<file path="config.mk">
export PLATFORM = sky130hd
export DESIGN_NAME = sgd_cfg_bank
export DESIGN_NICKNAME = d
export VERILOG_FILES = /design/src/sgd_pkg.sv /design/src/sgd_low_timer.sv /design/src/sgd_pkt_filter.sv /design/src/sgd_cfg_bank.sv
export VERILOG_INCLUDE_DIRS = /design/src /design/src/src
export SDC_FILE = /design/constraint.sdc
export NUM_CORES = 1
export LEC_CHECK = 0
export ABC_AREA = 1
export BUFFER_PORTS_ARGS = -buffer_cell sky130_fd_sc_hd__buf_4
export CORE_ASPECT_RATIO = 0.8
export CORE_MARGIN = 1.5
export CORE_UTILIZATION = 45
export CTS_BUF_LIST = sky130_fd_sc_hd__clkbuf_8
export CTS_CLUSTER_SIZE = 25
export DETAILED_ROUTE_END_ITERATION = 16
export PLACE_DENSITY_LB_ADDON = 0.3
export SYNTH_ARGS = -nofsm -noshare
export SYNTH_HDL_FRONTEND = slang
export SYNTH_SLANG_ARGS = --single-unit
</file>
<file path="constraint.sdc">
create_clock -name clk -period 2.5 [get_ports clk]
set_input_delay 0.125 -clock clk [delete_from_list [all_inputs] [get_ports clk]]
set_output_delay 0.125 -clock clk [all_outputs]
set_load 0.01 [all_outputs]
</file>
<file path="src/sgd_regs.svh">
// Register offsets, fields, reset values and timing counts
`ifndef SGD_REGS_SVH
`define SGD_REGS_SVH

// ----------------------------------------
// Register offsets
// ----------------------------------------
`define SGD_OFF_CLK_LOW      8'h0C
`define SGD_OFF_GPIO_ROUTE   8'h0D
`define SGD_OFF_GPIO_DIR     8'h0E
`define SGD_OFF_RSVD_A       8'h0F
`define SGD_OFF_VP_CFG       8'h10
`define SGD_OFF_VP_MATCH     8'h11
`define SGD_OFF_RSVD_B       8'h12

// ----------------------------------------
// Reset values
// ----------------------------------------
`define SGD_RST_CLK_LOW      8'h7F
`define SGD_RST_GPIO_ROUTE   8'hF0
`define SGD_RST_GPIO_DIR     8'h0F
`define SGD_RST_RSVD_A       4'h0
`define SGD_RST_VP_CFG       8'h00
`define SGD_RST_VP_MATCH     8'h00
`define SGD_RST_RSVD_B       8'h00
`define SGD_RD_UNMAPPED      8'h00

// ----------------------------------------
// Field positions
// ----------------------------------------
`define SGD_ROUTE_HI         7
`define SGD_ROUTE_LO         4
`define SGD_LEVEL_HI         3
`define SGD_LEVEL_LO         0
`define SGD_DRIVE_HI         7
`define SGD_DRIVE_LO         4
`define SGD_SENSE_HI         3
`define SGD_SENSE_LO         0
`define SGD_RSVD_A_HI        3
`define SGD_VP_ANY_BIT       4
`define SGD_VP_MATCH_BIT     3
`define SGD_VP_YUV_BIT       2
`define SGD_VP_FV_BIT        1
`define SGD_VP_LV_BIT        0
`define SGD_MATCH_HI         5

// ----------------------------------------
// Timing and packet types
// ----------------------------------------
`define SGD_OSC_PERIOD_PS    38095
`define SGD_CLK_LOW_EXTRA    9'h005
`define SGD_DT_YUV10_A       6'h19
`define SGD_DT_YUV10_B       6'h1D
`define SGD_DT_YUV10_C       6'h1F

`endif

</file>
<file path="src/sgd_pkg.sv">
// Types shared by the configuration bank
package sgd_pkg;

	// ----------------------------------------
	// Register access request
	// ----------------------------------------
	typedef struct packed {
		logic       wr;
		logic       rd;
		logic [7:0] addr;
		logic [7:0] wdata;
	} sgd_reg_req_s;

	// ----------------------------------------
	// Video port packet header
	// ----------------------------------------
	typedef struct packed {
		logic       valid;
		logic [5:0] dataType;
	} sgd_pkt_s;

	typedef enum logic [0:0] {
		TMR_IDLE  = 1'b0,
		TMR_COUNT = 1'b1
	} sgd_tmr_state_e;

	// Long data type test
	function automatic logic sgd_is_long(input logic [5:0] dt);
		sgd_is_long = dt[5] | dt[4];
	endfunction

endpackage

</file>
<file path="src/sgd_low_timer.sv">
// Low period timer: programmed count plus fixed extra periods
`timescale 1ns/1ps
module sgd_low_timer (
	input  wire logic       clk,
	input  wire logic       nrst,
	input  wire logic       start,
	input  wire logic [7:0] lowCount,
	output logic            busy,
	output logic            done
);
	`include "sgd_regs.svh"

	sgd_pkg::sgd_tmr_state_e state;
	logic [8:0]              cnt;
	wire  [8:0]              total;
	wire                     lastTick;

	// Count plus five
	assign total    = {1'b0, lowCount} + `SGD_CLK_LOW_EXTRA - 9'h001;
	assign lastTick = (cnt == 9'h000);

	// Low width count
	always_ff @(posedge clk) begin
		if (!nrst) begin
			state <= sgd_pkg::TMR_IDLE;
			cnt   <= 9'h000;
			busy  <= 1'b0;
			done  <= 1'b0;
		end else begin
			done <= 1'b0;
			case (state)
				sgd_pkg::TMR_IDLE: begin
					if (start) begin
						cnt   <= total;
						busy  <= 1'b1;
						state <= sgd_pkg::TMR_COUNT;
					end
				end
				sgd_pkg::TMR_COUNT: begin
					if (lastTick) begin
						busy  <= 1'b0;
						done  <= 1'b1;
						state <= sgd_pkg::TMR_IDLE;
					end else begin
						cnt <= cnt - 9'h001;
					end
				end
				default: begin
					state <= sgd_pkg::TMR_IDLE;
				end
			endcase
		end
	end
endmodule

</file>
<file path="src/sgd_pkt_filter.sv">
// Video port packet filter and sync polarity
`timescale 1ns/1ps
module sgd_pkt_filter (
	input  wire logic             clk,
	input  wire logic             nrst,
	input  sgd_pkg::sgd_pkt_s     pktIn,
	input  wire logic             rate100mhzSel,
	input  wire logic             frameValidIn,
	input  wire logic             lineValidIn,
	input  wire logic             passAllLongTypes,
	input  wire logic             typeMatchEn,
	input  wire logic             passYuv10Types,
	input  wire logic             frameValidInvert,
	input  wire logic             lineValidInvert,
	input  wire logic [5:0]       typeMatchValue,
	output sgd_pkg::sgd_pkt_s     pktOut,
	output logic                  pktPass,
	output logic                  frameValid,
	output logic                  lineValid
);
	`include "sgd_regs.svh"

	wire anyHit;
	wire matchHit;
	wire yuvType;
	wire yuvHit;
	wire passNow;

	// Any long type
	assign anyHit   = passAllLongTypes & sgd_pkg::sgd_is_long(pktIn.dataType);
	// Long value match
	assign matchHit = typeMatchEn & sgd_pkg::sgd_is_long(typeMatchValue)
		& (pktIn.dataType == typeMatchValue);
	assign yuvType  = (pktIn.dataType == `SGD_DT_YUV10_A)
		| (pktIn.dataType == `SGD_DT_YUV10_B)
		| (pktIn.dataType == `SGD_DT_YUV10_C);
	// YUV in fast mode
	assign yuvHit   = passYuv10Types & rate100mhzSel & yuvType;
	// Match enable
	assign passNow  = pktIn.valid & (anyHit | matchHit | yuvHit);

	always_ff @(posedge clk) begin
		if (!nrst) begin
			pktOut     <= '0;
			pktPass    <= 1'b0;
			frameValid <= 1'b0;
			lineValid  <= 1'b0;
		end else begin
			pktOut     <= pktIn;
			pktPass    <= passNow;
			// Frame polarity
			frameValid <= frameValidIn ^ frameValidInvert;
			// Line polarity
			lineValid  <= lineValidIn ^ lineValidInvert;
		end
	end
endmodule

</file>
<file path="src/sgd_cfg_bank.sv">
// Configuration bank: clock low time, pin routing, packet filter
//
// Contract
// The clock low register sets the low width of the driven clock in oscillator periods.
// The real low period is the programmed count plus five periods.
// The same value sets how long target data is presented before clock release.
// The clock low register resets to 0x7F.
// Routing bits 7:4 put remote pin data on local pins 3..0 and reset to 0xF.
// Level bits 3:0 set the pin level when routing is off and drive is on.
// Bits 7:4 of the direction register enable pin drivers, reset off.
// Bits 3:0 of the direction register enable pin inputs, reset on.
// Config bit 4 passes every long data type packet, reset 0.
// Config bit 3 passes matching types and blocks writes to the match value.
// Config bit 2 with the fast mode passes the YUV 10-bit types 0x19, 0x1D, 0x1F.
// Config bit 1 inverts frame valid.
// Config bit 0 inverts line valid.
// Matching uses bits 5:0 of the match value in either rate mode.
// A match only happens when the match value is a long type.
// A pin with drive and routing off is left undriven.
`timescale 1ns/1ps
module sgd_cfg_bank (
	input  wire logic             clk,
	input  wire logic             nrst,
	input  sgd_pkg::sgd_reg_req_s regReq,
	output logic [7:0]            regRdData,
	output logic                  regRdValid,
	input  wire logic             sclLowStart,
	output logic                  sclLowBusy,
	output logic                  sclLowDone,
	input  wire logic             sdaSetupStart,
	output logic                  sdaSetupBusy,
	output logic                  sdaSetupDone,
	input  wire logic [3:0]       remoteGpio,
	input  wire logic [3:0]       gpioIn,
	output logic [3:0]            gpioOut,
	output logic [3:0]            gpioOe,
	output logic [3:0]            gpioSense,
	input  sgd_pkg::sgd_pkt_s     pktIn,
	input  wire logic             rate100mhzSel,
	input  wire logic             rate75mhzSel,
	input  wire logic             frameValidIn,
	input  wire logic             lineValidIn,
	output sgd_pkg::sgd_pkt_s     pktOut,
	output logic                  pktPass,
	output logic                  frameValid,
	output logic                  lineValid
);
	`include "sgd_regs.svh"

	// ----------------------------------------
	// Register storage
	// ----------------------------------------
	logic [7:0] i2cClockLowPeriod;
	logic [7:0] gpioOutputRouting;
	logic [7:0] gpioPinDirection;
	logic [3:0] reservedSlotA;
	logic [7:0] videoPortFilterConfig;
	logic [7:0] videoPortTypeMatch;
	logic [7:0] reservedSlotB;

	// ----------------------------------------
	// Offset compare
	// ----------------------------------------
	function automatic logic addrIs(input logic [7:0] addr, input logic [7:0] offset);
		addrIs = (addr == offset);
	endfunction

	// ----------------------------------------
	// Address decode
	// ----------------------------------------
	wire        hitClkLow;
	wire        hitRoute;
	wire        hitDir;
	wire        hitRsvdA;
	wire        hitCfg;
	wire        hitMatch;
	wire        hitRsvdB;
	wire        wrClkLow;
	wire        wrRoute;
	wire        wrDir;
	wire        wrRsvdA;
	wire        wrCfg;
	wire        wrMatch;
	wire        wrRsvdB;
	wire [7:0]  rdMux;

	assign hitClkLow = addrIs(regReq.addr, `SGD_OFF_CLK_LOW);
	assign hitRoute  = addrIs(regReq.addr, `SGD_OFF_GPIO_ROUTE);
	assign hitDir    = addrIs(regReq.addr, `SGD_OFF_GPIO_DIR);
	assign hitRsvdA  = addrIs(regReq.addr, `SGD_OFF_RSVD_A);
	assign hitCfg    = addrIs(regReq.addr, `SGD_OFF_VP_CFG);
	assign hitMatch  = addrIs(regReq.addr, `SGD_OFF_VP_MATCH);
	assign hitRsvdB  = addrIs(regReq.addr, `SGD_OFF_RSVD_B);

	assign wrClkLow  = regReq.wr & hitClkLow;
	assign wrRoute   = regReq.wr & hitRoute;
	assign wrDir     = regReq.wr & hitDir;
	assign wrRsvdA   = regReq.wr & hitRsvdA;
	assign wrCfg     = regReq.wr & hitCfg;
	assign wrRsvdB   = regReq.wr & hitRsvdB;

	// ----------------------------------------
	// Field views
	// ----------------------------------------
	wire [3:0]  remotePinRouteEn;
	wire [3:0]  localPinLevel;
	wire [3:0]  pinDriveEn;
	wire [3:0]  pinSenseEn;
	wire        passAllLongTypes;
	wire        typeMatchEn;
	wire        passYuv10Types;
	wire        frameValidInvert;
	wire        lineValidInvert;
	wire [5:0]  typeMatchValue;

	// Routing field
	assign remotePinRouteEn = gpioOutputRouting[`SGD_ROUTE_HI:`SGD_ROUTE_LO];
	// Level field
	assign localPinLevel    = gpioOutputRouting[`SGD_LEVEL_HI:`SGD_LEVEL_LO];
	// Driver enables
	assign pinDriveEn       = gpioPinDirection[`SGD_DRIVE_HI:`SGD_DRIVE_LO];
	// Input enables
	assign pinSenseEn       = gpioPinDirection[`SGD_SENSE_HI:`SGD_SENSE_LO];
	assign passAllLongTypes = videoPortFilterConfig[`SGD_VP_ANY_BIT];
	assign typeMatchEn      = videoPortFilterConfig[`SGD_VP_MATCH_BIT];
	assign passYuv10Types   = videoPortFilterConfig[`SGD_VP_YUV_BIT];
	assign frameValidInvert = videoPortFilterConfig[`SGD_VP_FV_BIT];
	assign lineValidInvert  = videoPortFilterConfig[`SGD_VP_LV_BIT];
	// Six bit value
	assign typeMatchValue   = videoPortTypeMatch[`SGD_MATCH_HI:0];

	// ----------------------------------------
	// Match value lock
	// ----------------------------------------
	// Match value locked
	assign wrMatch = regReq.wr & hitMatch & ~typeMatchEn;

	// ----------------------------------------
	// Read selection
	// ----------------------------------------
	assign rdMux = hitClkLow ? i2cClockLowPeriod :
		hitRoute ? gpioOutputRouting :
		hitDir   ? gpioPinDirection :
		hitRsvdA ? {4'h0, reservedSlotA} :
		hitCfg   ? videoPortFilterConfig :
		hitMatch ? videoPortTypeMatch :
		hitRsvdB ? reservedSlotB :
		`SGD_RD_UNMAPPED;

	// ----------------------------------------
	// Register writes
	// ----------------------------------------
	// Low time reset
	always_ff @(posedge clk) begin
		if (!nrst) begin
			i2cClockLowPeriod <= `SGD_RST_CLK_LOW;
		end else if (wrClkLow) begin
			i2cClockLowPeriod <= regReq.wdata;
		end
	end

	// Routing reset
	always_ff @(posedge clk) begin
		if (!nrst) begin
			gpioOutputRouting <= `SGD_RST_GPIO_ROUTE;
		end else if (wrRoute) begin
			gpioOutputRouting <= regReq.wdata;
		end
	end

	// Direction reset
	always_ff @(posedge clk) begin
		if (!nrst) begin
			gpioPinDirection <= `SGD_RST_GPIO_DIR;
		end else if (wrDir) begin
			gpioPinDirection <= regReq.wdata;
		end
	end

	always_ff @(posedge clk) begin
		if (!nrst) begin
			reservedSlotA <= `SGD_RST_RSVD_A;
		end else if (wrRsvdA) begin
			reservedSlotA <= regReq.wdata[`SGD_RSVD_A_HI:0];
		end
	end

	// Config reset
	always_ff @(posedge clk) begin
		if (!nrst) begin
			videoPortFilterConfig <= `SGD_RST_VP_CFG;
		end else if (wrCfg) begin
			videoPortFilterConfig <= regReq.wdata;
		end
	end

	// Blocked match write
	always_ff @(posedge clk) begin
		if (!nrst) begin
			videoPortTypeMatch <= `SGD_RST_VP_MATCH;
		end else if (wrMatch) begin
			videoPortTypeMatch <= regReq.wdata;
		end
	end

	always_ff @(posedge clk) begin
		if (!nrst) begin
			reservedSlotB <= `SGD_RST_RSVD_B;
		end else if (wrRsvdB) begin
			reservedSlotB <= regReq.wdata;
		end
	end

	// ----------------------------------------
	// Read answer
	// ----------------------------------------
	always_ff @(posedge clk) begin
		if (!nrst) begin
			regRdData  <= 8'h00;
			regRdValid <= 1'b0;
		end else begin
			regRdValid <= regReq.rd;
			if (regReq.rd) begin
				regRdData <= rdMux;
			end
		end
	end

	// ----------------------------------------
	// Pin routing
	// ----------------------------------------
	wire [3:0] next_gpioOut;
	wire [3:0] next_gpioOe;
	wire [3:0] next_gpioSense;
	wire [3:0] remoteDrive;
	wire [3:0] localDrive;

	// Remote source
	assign remoteDrive    = remotePinRouteEn & remoteGpio;
	// Local source
	assign localDrive     = ~remotePinRouteEn & pinDriveEn & localPinLevel;
	assign next_gpioOut   = remoteDrive | localDrive;
	// Undriven when idle
	assign next_gpioOe    = remotePinRouteEn | pinDriveEn;
	// Input gating
	assign next_gpioSense = gpioIn & pinSenseEn;

	always_ff @(posedge clk) begin
		if (!nrst) begin
			gpioOut   <= 4'h0;
			gpioOe    <= 4'h0;
			gpioSense <= 4'h0;
		end else begin
			gpioOut   <= next_gpioOut;
			gpioOe    <= next_gpioOe;
			gpioSense <= next_gpioSense;
		end
	end

	// ----------------------------------------
	// Clock low timing
	// ----------------------------------------
	// Controller low
	sgd_low_timer uCtrlLow (
		.clk      (clk),
		.nrst     (nrst),
		.start    (sclLowStart),
		.lowCount (i2cClockLowPeriod),
		.busy     (sclLowBusy),
		.done     (sclLowDone)
	);

	// Target data setup
	sgd_low_timer uTgtSetup (
		.clk      (clk),
		.nrst     (nrst),
		.start    (sdaSetupStart),
		.lowCount (i2cClockLowPeriod),
		.busy     (sdaSetupBusy),
		.done     (sdaSetupDone)
	);

	// ----------------------------------------
	// Packet filter
	// ----------------------------------------
	// Filter
	sgd_pkt_filter uFilter (
		.clk              (clk),
		.nrst             (nrst),
		.pktIn            (pktIn),
		.rate100mhzSel    (rate100mhzSel),
		.frameValidIn     (frameValidIn),
		.lineValidIn      (lineValidIn),
		.passAllLongTypes (passAllLongTypes),
		.typeMatchEn      (typeMatchEn),
		.passYuv10Types   (passYuv10Types),
		.frameValidInvert (frameValidInvert),
		.lineValidInvert  (lineValidInvert),
		.typeMatchValue   (typeMatchValue),
		.pktOut           (pktOut),
		.pktPass          (pktPass),
		.frameValid       (frameValid),
		.lineValid        (lineValid)
	);
endmodule

</file>
# == Yosys cells after proc, flatten, opt, wreduce, memory -nomap -nowiden ==
# Cells that the tools add are included.
# word_totals
register_bits,107
inputBits,41
output_inout_bits,35
elab_cells,113
# classes
add_sub_neg,4
n_eq_ne,17
n_mux,27
bitwise,32
reduce_logical,8
# op_table
op,count
$mux 8,7
$mux 9,4
$pmux 9 s2,2
$eq 8x4->1 const B,4
$sub 9x1->9 const B,3
$eq 8x5->1 const B,3
$eq 6x5->1 const B,3
$logic_not 9->1,2
$and 4x4->4,4
$and 1x1->1,14
$ne 2x2->1 const B,6
$reduce_and 2->1,6
$mux 1,10
$add 8x3->9 const B,1
$or 4x4->4,2
$pmux 1 s2,4
$eq 6x6->1,1
$or 1x1->1,6
$not 4->4,1
$not 1->1,3
$xor 1x1->1,2

# == Depth between registers and ports, before layout ==
# Gate-level depths: netlist of run 1.
# logic_depth
word_depth,8
ltp_mapped,12
depth_no_buf,12

# == Cells and area by module ==
# From an unflattened synthesis of run 1, not the netlist that was laid out.
# unflattened
cells_unflattened,754
hier_area_um2,5297.6
# modules_own_cells
module,n_inst,cells_per_inst,area_per_inst_um2
sgd_cfg_bank,1,412,3115.5
sgd_low_timer,2,135,862.1
sgd_pkt_filter,1,72,457.9

# == Worst setup path before layout of run 1 ==
# No wires, ideal clock.
# synth_timing
path_kind,register to register
startpoint,reg uCtrlLow.cnt[0]
endpoint,reg uCtrlLow.cnt[0]
setup_ns,0.058
arrival_time_ns,1.449
required_time_ns,2.442
setup_slack_ns,0.993
stages_incl_launch_ff,13
synth_period_minus_slack_ns,1.507
cell_sequence,dfxtp_1 -> inv_1 -> ha_1 -> inv_1 -> nor2_1 -> nand4_1 -> nor2_2 -> nand3_1 -> nand2_2 -> nand2_2 -> nor2_2 -> nand2_1 -> nand2_1
# synth_via
elab_chain_len,3
elab_cells_between_ends,6
classes_between,add/sub (1); eq/ne (1); mux (2); reduce/logical (2)
# synth_rtl
element,line_no,source
"start, declared",sgd_low_timer.sv:14,logic [8:0] cnt;
"start signal, assigned",sgd_low_timer.sv:34,cnt <= total;
"start signal, assigned",sgd_low_timer.sv:45,cnt <= cnt - 9'h001;
$sub 9x1->9 / $logic_not 9->1 (equally long branches),"sgd_low_timer.sv:45, sgd_low_timer.sv:20",
$mux 9 / $ne 2x2->1 (equally long branches),-,
$pmux 9 s2 / $reduce_and 2->1 (equally long branches),-,
# Several ways; a longest one is shown, not always the timed one. The select of a mux whose other input is x is not followed.
# A chain may end at the register's enable or synchronous reset.

# == Final worst setup path of run 1 ==
# layout_timing
startpoint,reg uCtrlLow.cnt[0]
endpoint,reg uCtrlLow.cnt[2]
# Same word-level chain as after synthesis.

==> out/results.ini, run 1 <==
[outcome]
status=finished clean

[global_route]
antenna_found_initial=0
grt_overflow=0
grt_pass1_vias=4184
grt_first_pass_wirelength_um=20500
grt.total_usage=0.222
grt_max_degree=77

[clock_network]
post-cts-setup-buffers=0
cts_buffers=9
cts_hold_buf=21
path_clk_slew_ns=0.10
cts_tree=done
post_cts_resized=0
worstSkewPairLatency_ns=0.39
root_buffer=clkbuf_8
clock_path_buffers=2
htreeDepth=3
clock-sinks=107

[sta]
fin_skew_ns=0.0127
tightest_slew_ns=0.736
period_minus_slack_ns=1.88
slew_headroom=0.509
fin_tns_setup_ns=0
fmax_ghz=0.531
fin_crit_sh=0.754
drv_slew=0
rsz0062_at_grt=false
setup_viol=0
finalHoldViolCount=0

[finish]
n_fill_cell=1010
layout-drive-gt1-share=0.168
syn_to_final_growth_pct=21.1
layout.cells.non_filler=894
nets=789
n_antenna_cell=0

[yosys]
ys_seq_elements=107
synth_warnings=0
ys_seq_area_frac=0.432
post_synth.cell_area_avg_um2=7.53
ys_async_sr_fraction=0
synth_ff_type=dfxtp_1
syn_nets=703
syn_area_mm2=0.00496
synth-edff-count=0
synth_cell_types=35
syn_inst=659

[power_and_ir_drop]
powerDensity_mw_per_mm2=582
swShare=0.287
clockPowerShare=0.317
power_uw=3490
p_leak_uw=0.00276
p_comb_frac=0.164
ir_drop_mv=0.260
p_switching_uw=1000
p_seq_frac=0.519
p_int_uw=2490

[place]
placed_cells=857
gp_congestion=0.871
dpl.hpwl_um=9280
port_buffers=74

[critical_path]
worstPathRequired_ns=2.83
startpoint=uCtrlLow.cnt[0]$_SDFFE_PN0P_
crit-reg2reg-launch=uCtrlLow.cnt[0]$_SDFFE_PN0P_
cp_max_fo=5
worst_setup_path_end_kind=register
arrival_ns=2.22
crit_type=reg2reg
startpoint_type=register

[drt]
initialDrtViolationCount=436
wl_per_cell_um=14.5
drc=0
drt_first_pass_iters=5
ant_nets=0
routed_wl_um=12900
vias=4631
vias_per_cell=5.18

[floorplanning]
io_pins=76
die_x_um=120
core.rowCount=34
die_area_mm2=0.0117
die_y_um=96.9
initial_utilization=0.459
coreArea_mm2=0.0108

[hold_path]
worstHoldStart=regReq[5]
hold_path_class=in2reg

[run]
maxCapViolations=0

-- per-stage QoR --
step	utilization	hold WS (ns)	instance area [um2]	setup slack [ns]
floorplan	-	0.218	4960	0.993
CTS	0.556	0.00257	6000	0.640
global route	0.556	0.0152	6000	0.473
global placement	0.518	0.329	5590	0.703
detailed placement	0.518	0.333	5590	0.599
finish	0.556	0.0150	6000	0.616
-- critical path, stage by stage (launching register included) --
cell     delay, ns
dfxtp_1       0.34
inv_1         0.11
ha_1          0.19
inv_1         0.04
nor2_1        0.18
nand4_1       0.16
nor2_2        0.17
nand3_1       0.10
nand2_2       0.11
nand2_2       0.10
nor2_2        0.19
nand2_1       0.08
nand2_1       0.07
-- layer usage --
metal	global-route usage	vias to the layer above	share of wire
met1	0.330	2114	0.50
met4	0.0561	0	0.011
met3	0.0483	14	0.073
met5	0	-	0
li1	-	2335	-
met2	0.325	168	0.41
-- path summary, 6_finish.rpt --
kind | slack, ns | depth (start not counted) | to
setup / recovery | 0.62 | 12 | uCtrlLow.cnt[2]$_SDFFE_PN0P_
hold / removal | 0.01 | 3 | i2cClockLowPeriod[5]$_SDFFE_PN1P_
setup reg to reg | 0.62 | 12 | uCtrlLow.cnt[2]$_SDFFE_PN0P_
hold reg to reg | 0.46 | 2 | reservedSlotA[3]$_SDFFE_PN0P_
-- cells by family after synthesis --
logic type,synth area share
compound gates,0.184
xor+xnor,0.0353
fa+ha+maj,0.00757
buf+inv,0.0974
flops,0.432
mux,0.00202
simple gates,0.242
-- layout by cell type (no fill, tap or decap), drive strengths merged --
master       instances
clkinvlp             2
nand3               28
o21ai               65
nand2              129
nor2                60
dfxtp              107
o31ai                1
xnor2                5
clkbuf              10
nor4                 2
nand4               20
a21oi               71
o211ai              25
buf                 77
ha                   3
mux2i                1
o22ai                1
dlygate4sd3         21
nor3                 9
xor2                15
clkinv               3
inv                 94
bufinv               1
-- cell usage after synthesis (all sizes together), types with 11 or more instances --
| library cell | number | area, um2 |
|---|---|---|
| a21oi | 71 | 378 |
| buf | 12 | 83.8 |
| clkbuf | 11 | 41.3 |
| xor2 | 15 | 131 |
| nand3 | 28 | 153 |
| o21ai | 65 | 333 |
| dfxtp | 107 | 2140 |
| nand4 | 20 | 125 |
| nor2 | 60 | 288 |
| o211ai | 25 | 188 |
| nand2 | 129 | 532 |
| inv | 93 | 354 |
-- area by class of cell --
class	instances	area, um2	share of cell area
Timing Repair Buffer	98	788	0.131
Clock buffer	10	138	0.0229
Multi-Input combinational cell	435	2330	0.389
Sequential cell	107	2140	0.357
Clock inverter	6	63.8	0.0106
Tap cell	144	180	0.0300
Inverter	94	358	0.0596
-- power groups by stage --
stage | clock network (uW) | registers, uW | logic (uW)
2_1_floorplan | 0 | 1850 | 357
3_3_place_gp | 0 | 1850 | 529
3_5_place_dp | 0 | 1850 | 540
4_1_cts | 1130 | 1810 | 570
5_1_grt | 1200 | 1820 | 639
6_report | 1110 | 1810 | 574
-- registers in the layout, summed over array words and instances (netlist names), 4 cells and up --
name                   flops
uCtrlLow.cnt               9
uTgtSetup.cnt              9
gpioOutputRouting          8
gpioPinDirection           8
i2cClockLowPeriod          8
regRdData                  8
reservedSlotB              8
videoPortFilterConfig      8
videoPortTypeMatch         8
uFilter.pktOut             7
gpioOe                     4
gpioOut                    4
gpioSense                  4
reservedSlotA              4
Power figures use the tool's default switching activity.
==> inputs of run 2 (changes only) <==
--- a/config.mk
+++ b/config.mk
@@ -6,7 +6,7 @@
 export SDC_FILE = /design/constraint.sdc
 export NUM_CORES = 1
 export LEC_CHECK = 0
-export ABC_AREA = 1
+export ABC_AREA = 0
 export BUFFER_PORTS_ARGS = -buffer_cell sky130_fd_sc_hd__buf_4
 export CORE_ASPECT_RATIO = 0.8
 export CORE_MARGIN = 1.5
==> constraint.sdc (replaced) <==
create_clock -name clk -period 1.7 [get_ports clk]
set_input_delay 0.085 -clock clk [delete_from_list [all_inputs] [get_ports clk]]
set_output_delay 0.085 -clock clk [all_outputs]
set_load 0.01 [all_outputs]
==> run 2 against run 1 <==
- critical path type unchanged
- synthesized cell count shrank 22%
- largest cell class unchanged
- combinational power grew 74%
- die area shrank 4.6%
- clock skew shrank 0.0043 ns
- core utilization grew 4.6 points
==> out/results.ini, run 2 <==
[outcome]
status=finished clean

[power_and_ir_drop]
p_leak_uw=0.00265  ; -3.9%
p_int_uw=3850  ; +55%
p_comb_frac=0.190  ; +0.026
clockPowerShare=0.304  ; -0.013
swShare=0.268  ; -0.0186
ir_drop_mv=0.692  ; +170%
p_switching_uw=1410  ; +41%
p_seq_frac=0.506  ; -0.013
powerDensity_mw_per_mm2=855  ; +47%

[critical_path]
worstPathRequired_ns=2.00  ; -0.83 ns
path_buf_inv=1  ; -1
cp_max_fo=5  ; unchanged
path_depth=5  ; -7
critical-path-slowest-cell=or4_4
cp_cell_sequence=or4_4, o32ai_4, buf_6, o21ai_1, a31oi_1
arrival_ns=1.93  ; -0.29 ns
reg2reg_depth=5  ; -7
startpoint=uTgtSetup.cnt[4]$_SDFFE_PN0P_
crit_type=reg2reg
r2r-end=uTgtSetup.cnt[6]$_SDFFE_PN0P_
worst_setup_path_end_kind=register
startpoint_type=register
crit_family=simple AND/OR/NAND/NOR gates
cpPeakStageDelay_ns=0.56  ; +0.22 ns
cp-endpoint=uTgtSetup.cnt[6]$_SDFFE_PN0P_
rrSetupSlack_ns=0.07  ; -0.55 ns
crit-reg2reg-launch=uTgtSetup.cnt[4]$_SDFFE_PN0P_

[yosys]
syn_area_mm2=0.00473  ; -4.7%
synth-edff-count=0  ; unchanged
ys_seq_area_frac=0.453  ; +0.0213
yosysTopAreaCell=dfxtp_1
ys_seq_elements=107  ; unchanged
synth_warnings=0  ; unchanged
synthMostInstantiatedCell=dfxtp_1
syn_inst=512  ; -22%
syn_nets=556  ; -21%
post_synth.cell_area_avg_um2=9.23  ; +23%
synth_area_leaders=dfxtp_1 (45%), mux2i_1 (12%), nor2_1 (4.3%)
synth_top_area_share=0.453  ; +0.0213
ys_async_sr_fraction=0  ; unchanged
synthTopCellsByCount=dfxtp_1 (107), mux2i_1 (55), nor2_1 (54), nand2_1 (52), a21oi_1 (26)
synth_cell_types=60  ; +71%
synth_ff_type=dfxtp_1

[place]
placed_cells=737  ; -14%
port_buffers=74  ; unchanged
dpl.hpwl_um=9150  ; -1.5%
gp_congestion=0.848  ; -2.7%

[drt]
drc=0  ; unchanged
ant_nets=0  ; unchanged
vias_per_cell=5.54  ; +6.9%
routed_wl_um=12900  ; -0.42%
vias=4285  ; -7.5%
initialDrtViolationCount=281  ; -36%
wl_per_cell_um=16.6  ; +15%
drt_first_pass_iters=5  ; unchanged

[finish]
reg_top3=uCtrlLow.cnt x9, uTgtSetup.cnt x9
nets=673  ; -15%
layout.cells.non_filler=774  ; -13%
n_antenna_cell=0  ; unchanged
final_cell_mix=buf_4 (110), dfxtp_1 (107), mux2i_1 (55)
syn_to_final_growth_pct=30.3
layout_commonest_cell=buf_4
n_fill_cell=934  ; -7.5%
layout-drive-gt1-share=0.244  ; +0.0765

[clock_network]
clock-sinks=107  ; unchanged
clock_path_buffers=2  ; unchanged
htreeDepth=3  ; unchanged
root_buffer=clkbuf_8
cts_buffers=9  ; unchanged
cts_tree=done
worstSkewPairLatency_ns=0.37  ; -0.02 ns
path_clk_slew_ns=0.10  ; about the same

[hold_path]
hold_path_class=in2reg
worstHoldStart=regReq[5]

[sta]
fin_skew_ns=0.00841  ; -0.00431 ns
finalHoldViolCount=0  ; unchanged
tightest_slew_ns=0.502  ; -0.235 ns
slew_headroom=0.664  ; +0.155
fmax_ghz=0.614  ; +16%
holdWs_ns=0.00996  ; -0.00503 ns
drv_slew=0  ; unchanged
fin_crit_sh=0.959  ; +0.205
setup_viol=0  ; unchanged
period_minus_slack_ns=1.63  ; -0.255 ns

[global_route]
grt_first_pass_wirelength_um=21000  ; +2.4%
grt_max_degree=32  ; -58%
antenna_found_initial=0  ; unchanged
grt_overflow=0  ; unchanged
grt.total_usage=0.238  ; +0.0163
grt_pass1_vias=4135  ; -1.2%

[floorplanning]
core.rowCount=33  ; -2.9%
die_y_um=94.7  ; -2.3%
coreArea_mm2=0.0102  ; -5.2%
die_x_um=118  ; -2.3%
die_area_mm2=0.0111  ; -4.6%
io_pins=76  ; unchanged
initial_utilization=0.462  ; +0.00262

[run]
maxCapViolations=0  ; unchanged

run 2: changes by cell type after synthesis, moves of 17 or more:
cell / change
inv_1: -77
nand2_1: -68
mux2i_1: +54
o21ai_0: -48
a21oi_1: -39
nand4_1: -17
o211ai_1: -17
run 2: layout make-up:
cell class	count	area [um2]	area share
clock buffer	11	151	0.0246
tap	140	175	0.0284
multi-input combinational	365	2540	0.412
inverter	14	52.6	0.00853
timing repair buffer	132	1050	0.170
sequential	107	2140	0.348
clock inverter	5	52.6	0.00853
run 2: power groups by stage:
| stage | clock network (uW) | registers, uW | logic (uW) |
|---|---|---|---|
| 2_1_floorplan | 0 | 2730 | 442 |
| 3_3_place_gp | 0 | 2710 | 842 |
| 3_5_place_dp | 0 | 2710 | 860 |
| 4_1_cts | 1630 | 2660 | 918 |
| 5_1_grt | 1720 | 2670 | 1090 |
| 6_report | 1600 | 2660 | 1000 |
run 2: worst min path at each step:
stage	endpoint	slack, ns	cells past startpoint
6_report	i2cClockLowPeriod[5]$_SDFFE_PN1P_	0.01	3
5_1_grt	i2cClockLowPeriod[5]$_SDFFE_PN1P_	0.01	3
4_1_cts	i2cClockLowPeriod[5]$_SDFFE_PN1P_	0.0006	3
3_5_place_dp	uFilter.frameValid$_SDFF_PN0_	0.32	3
3_3_place_gp	gpioSense[1]$_SDFF_PN0_	0.32	2
2_1_floorplan	i2cClockLowPeriod[0]$_SDFFE_PN1P_	0.21	2
run 2: what timing repair did:
item	CTS	global route
pin swaps	0	2
hold buffers	20	0
cloned	0	0
setup endpoints to repair	9	12
buffers inserted	0	1
resized for setup	6	16
endpoints found under the hold margin	25	0
run 2: cells by family after synthesis:
logic type,after synthesis,synth area share
multiplexers,60,0.138
XOR/XNOR,10,0.0185
AO/OA/AOI/OAI,97,0.143
flip-flops,107,0.453
AND/OR/NAND/NOR,195,0.206
buffers and inverters,40,0.0331
adder cells (fa/ha/maj),3,0.00794
run 2: worst reg2reg max path, stage by stage (launching register included):
cell     delay, ns
dfxtp_1       0.32
or4_4         0.56
o32ai_4       0.27
buf_6         0.16
o21ai_1       0.07
a31oi_1       0.17
run 2: metal layers:
metal / vias up / routed length (um) / GRT usage
li1: 2077 / - / -
met1: 2072 / 5660 / 0.303
met2: 119 / 6290 / 0.414
met3: 17 / 750 / 0.0556
met4: 0 / 185 / 0.0600
met5: - / 0 / 0
run 2: per-stage QoR:
step / setup WS (ns) / util / power [uW] / setup TNS [ns] / area [um2]
finish: 0.0703 / 0.601 / 5270 / 0 / 6160
global route: -0.0303 / 0.601 / 5480 / -0.0369 / 6160
CTS: 0.0115 / 0.592 / 5200 / 0 / 6060
detailed placement: -0.0985 / 0.550 / 3570 / -0.320 / 5630
global placement: -0.0610 / 0.550 / 3550 / -0.152 / 5630
floorplan: 0.0165 / - / 3170 / 0 / 4730
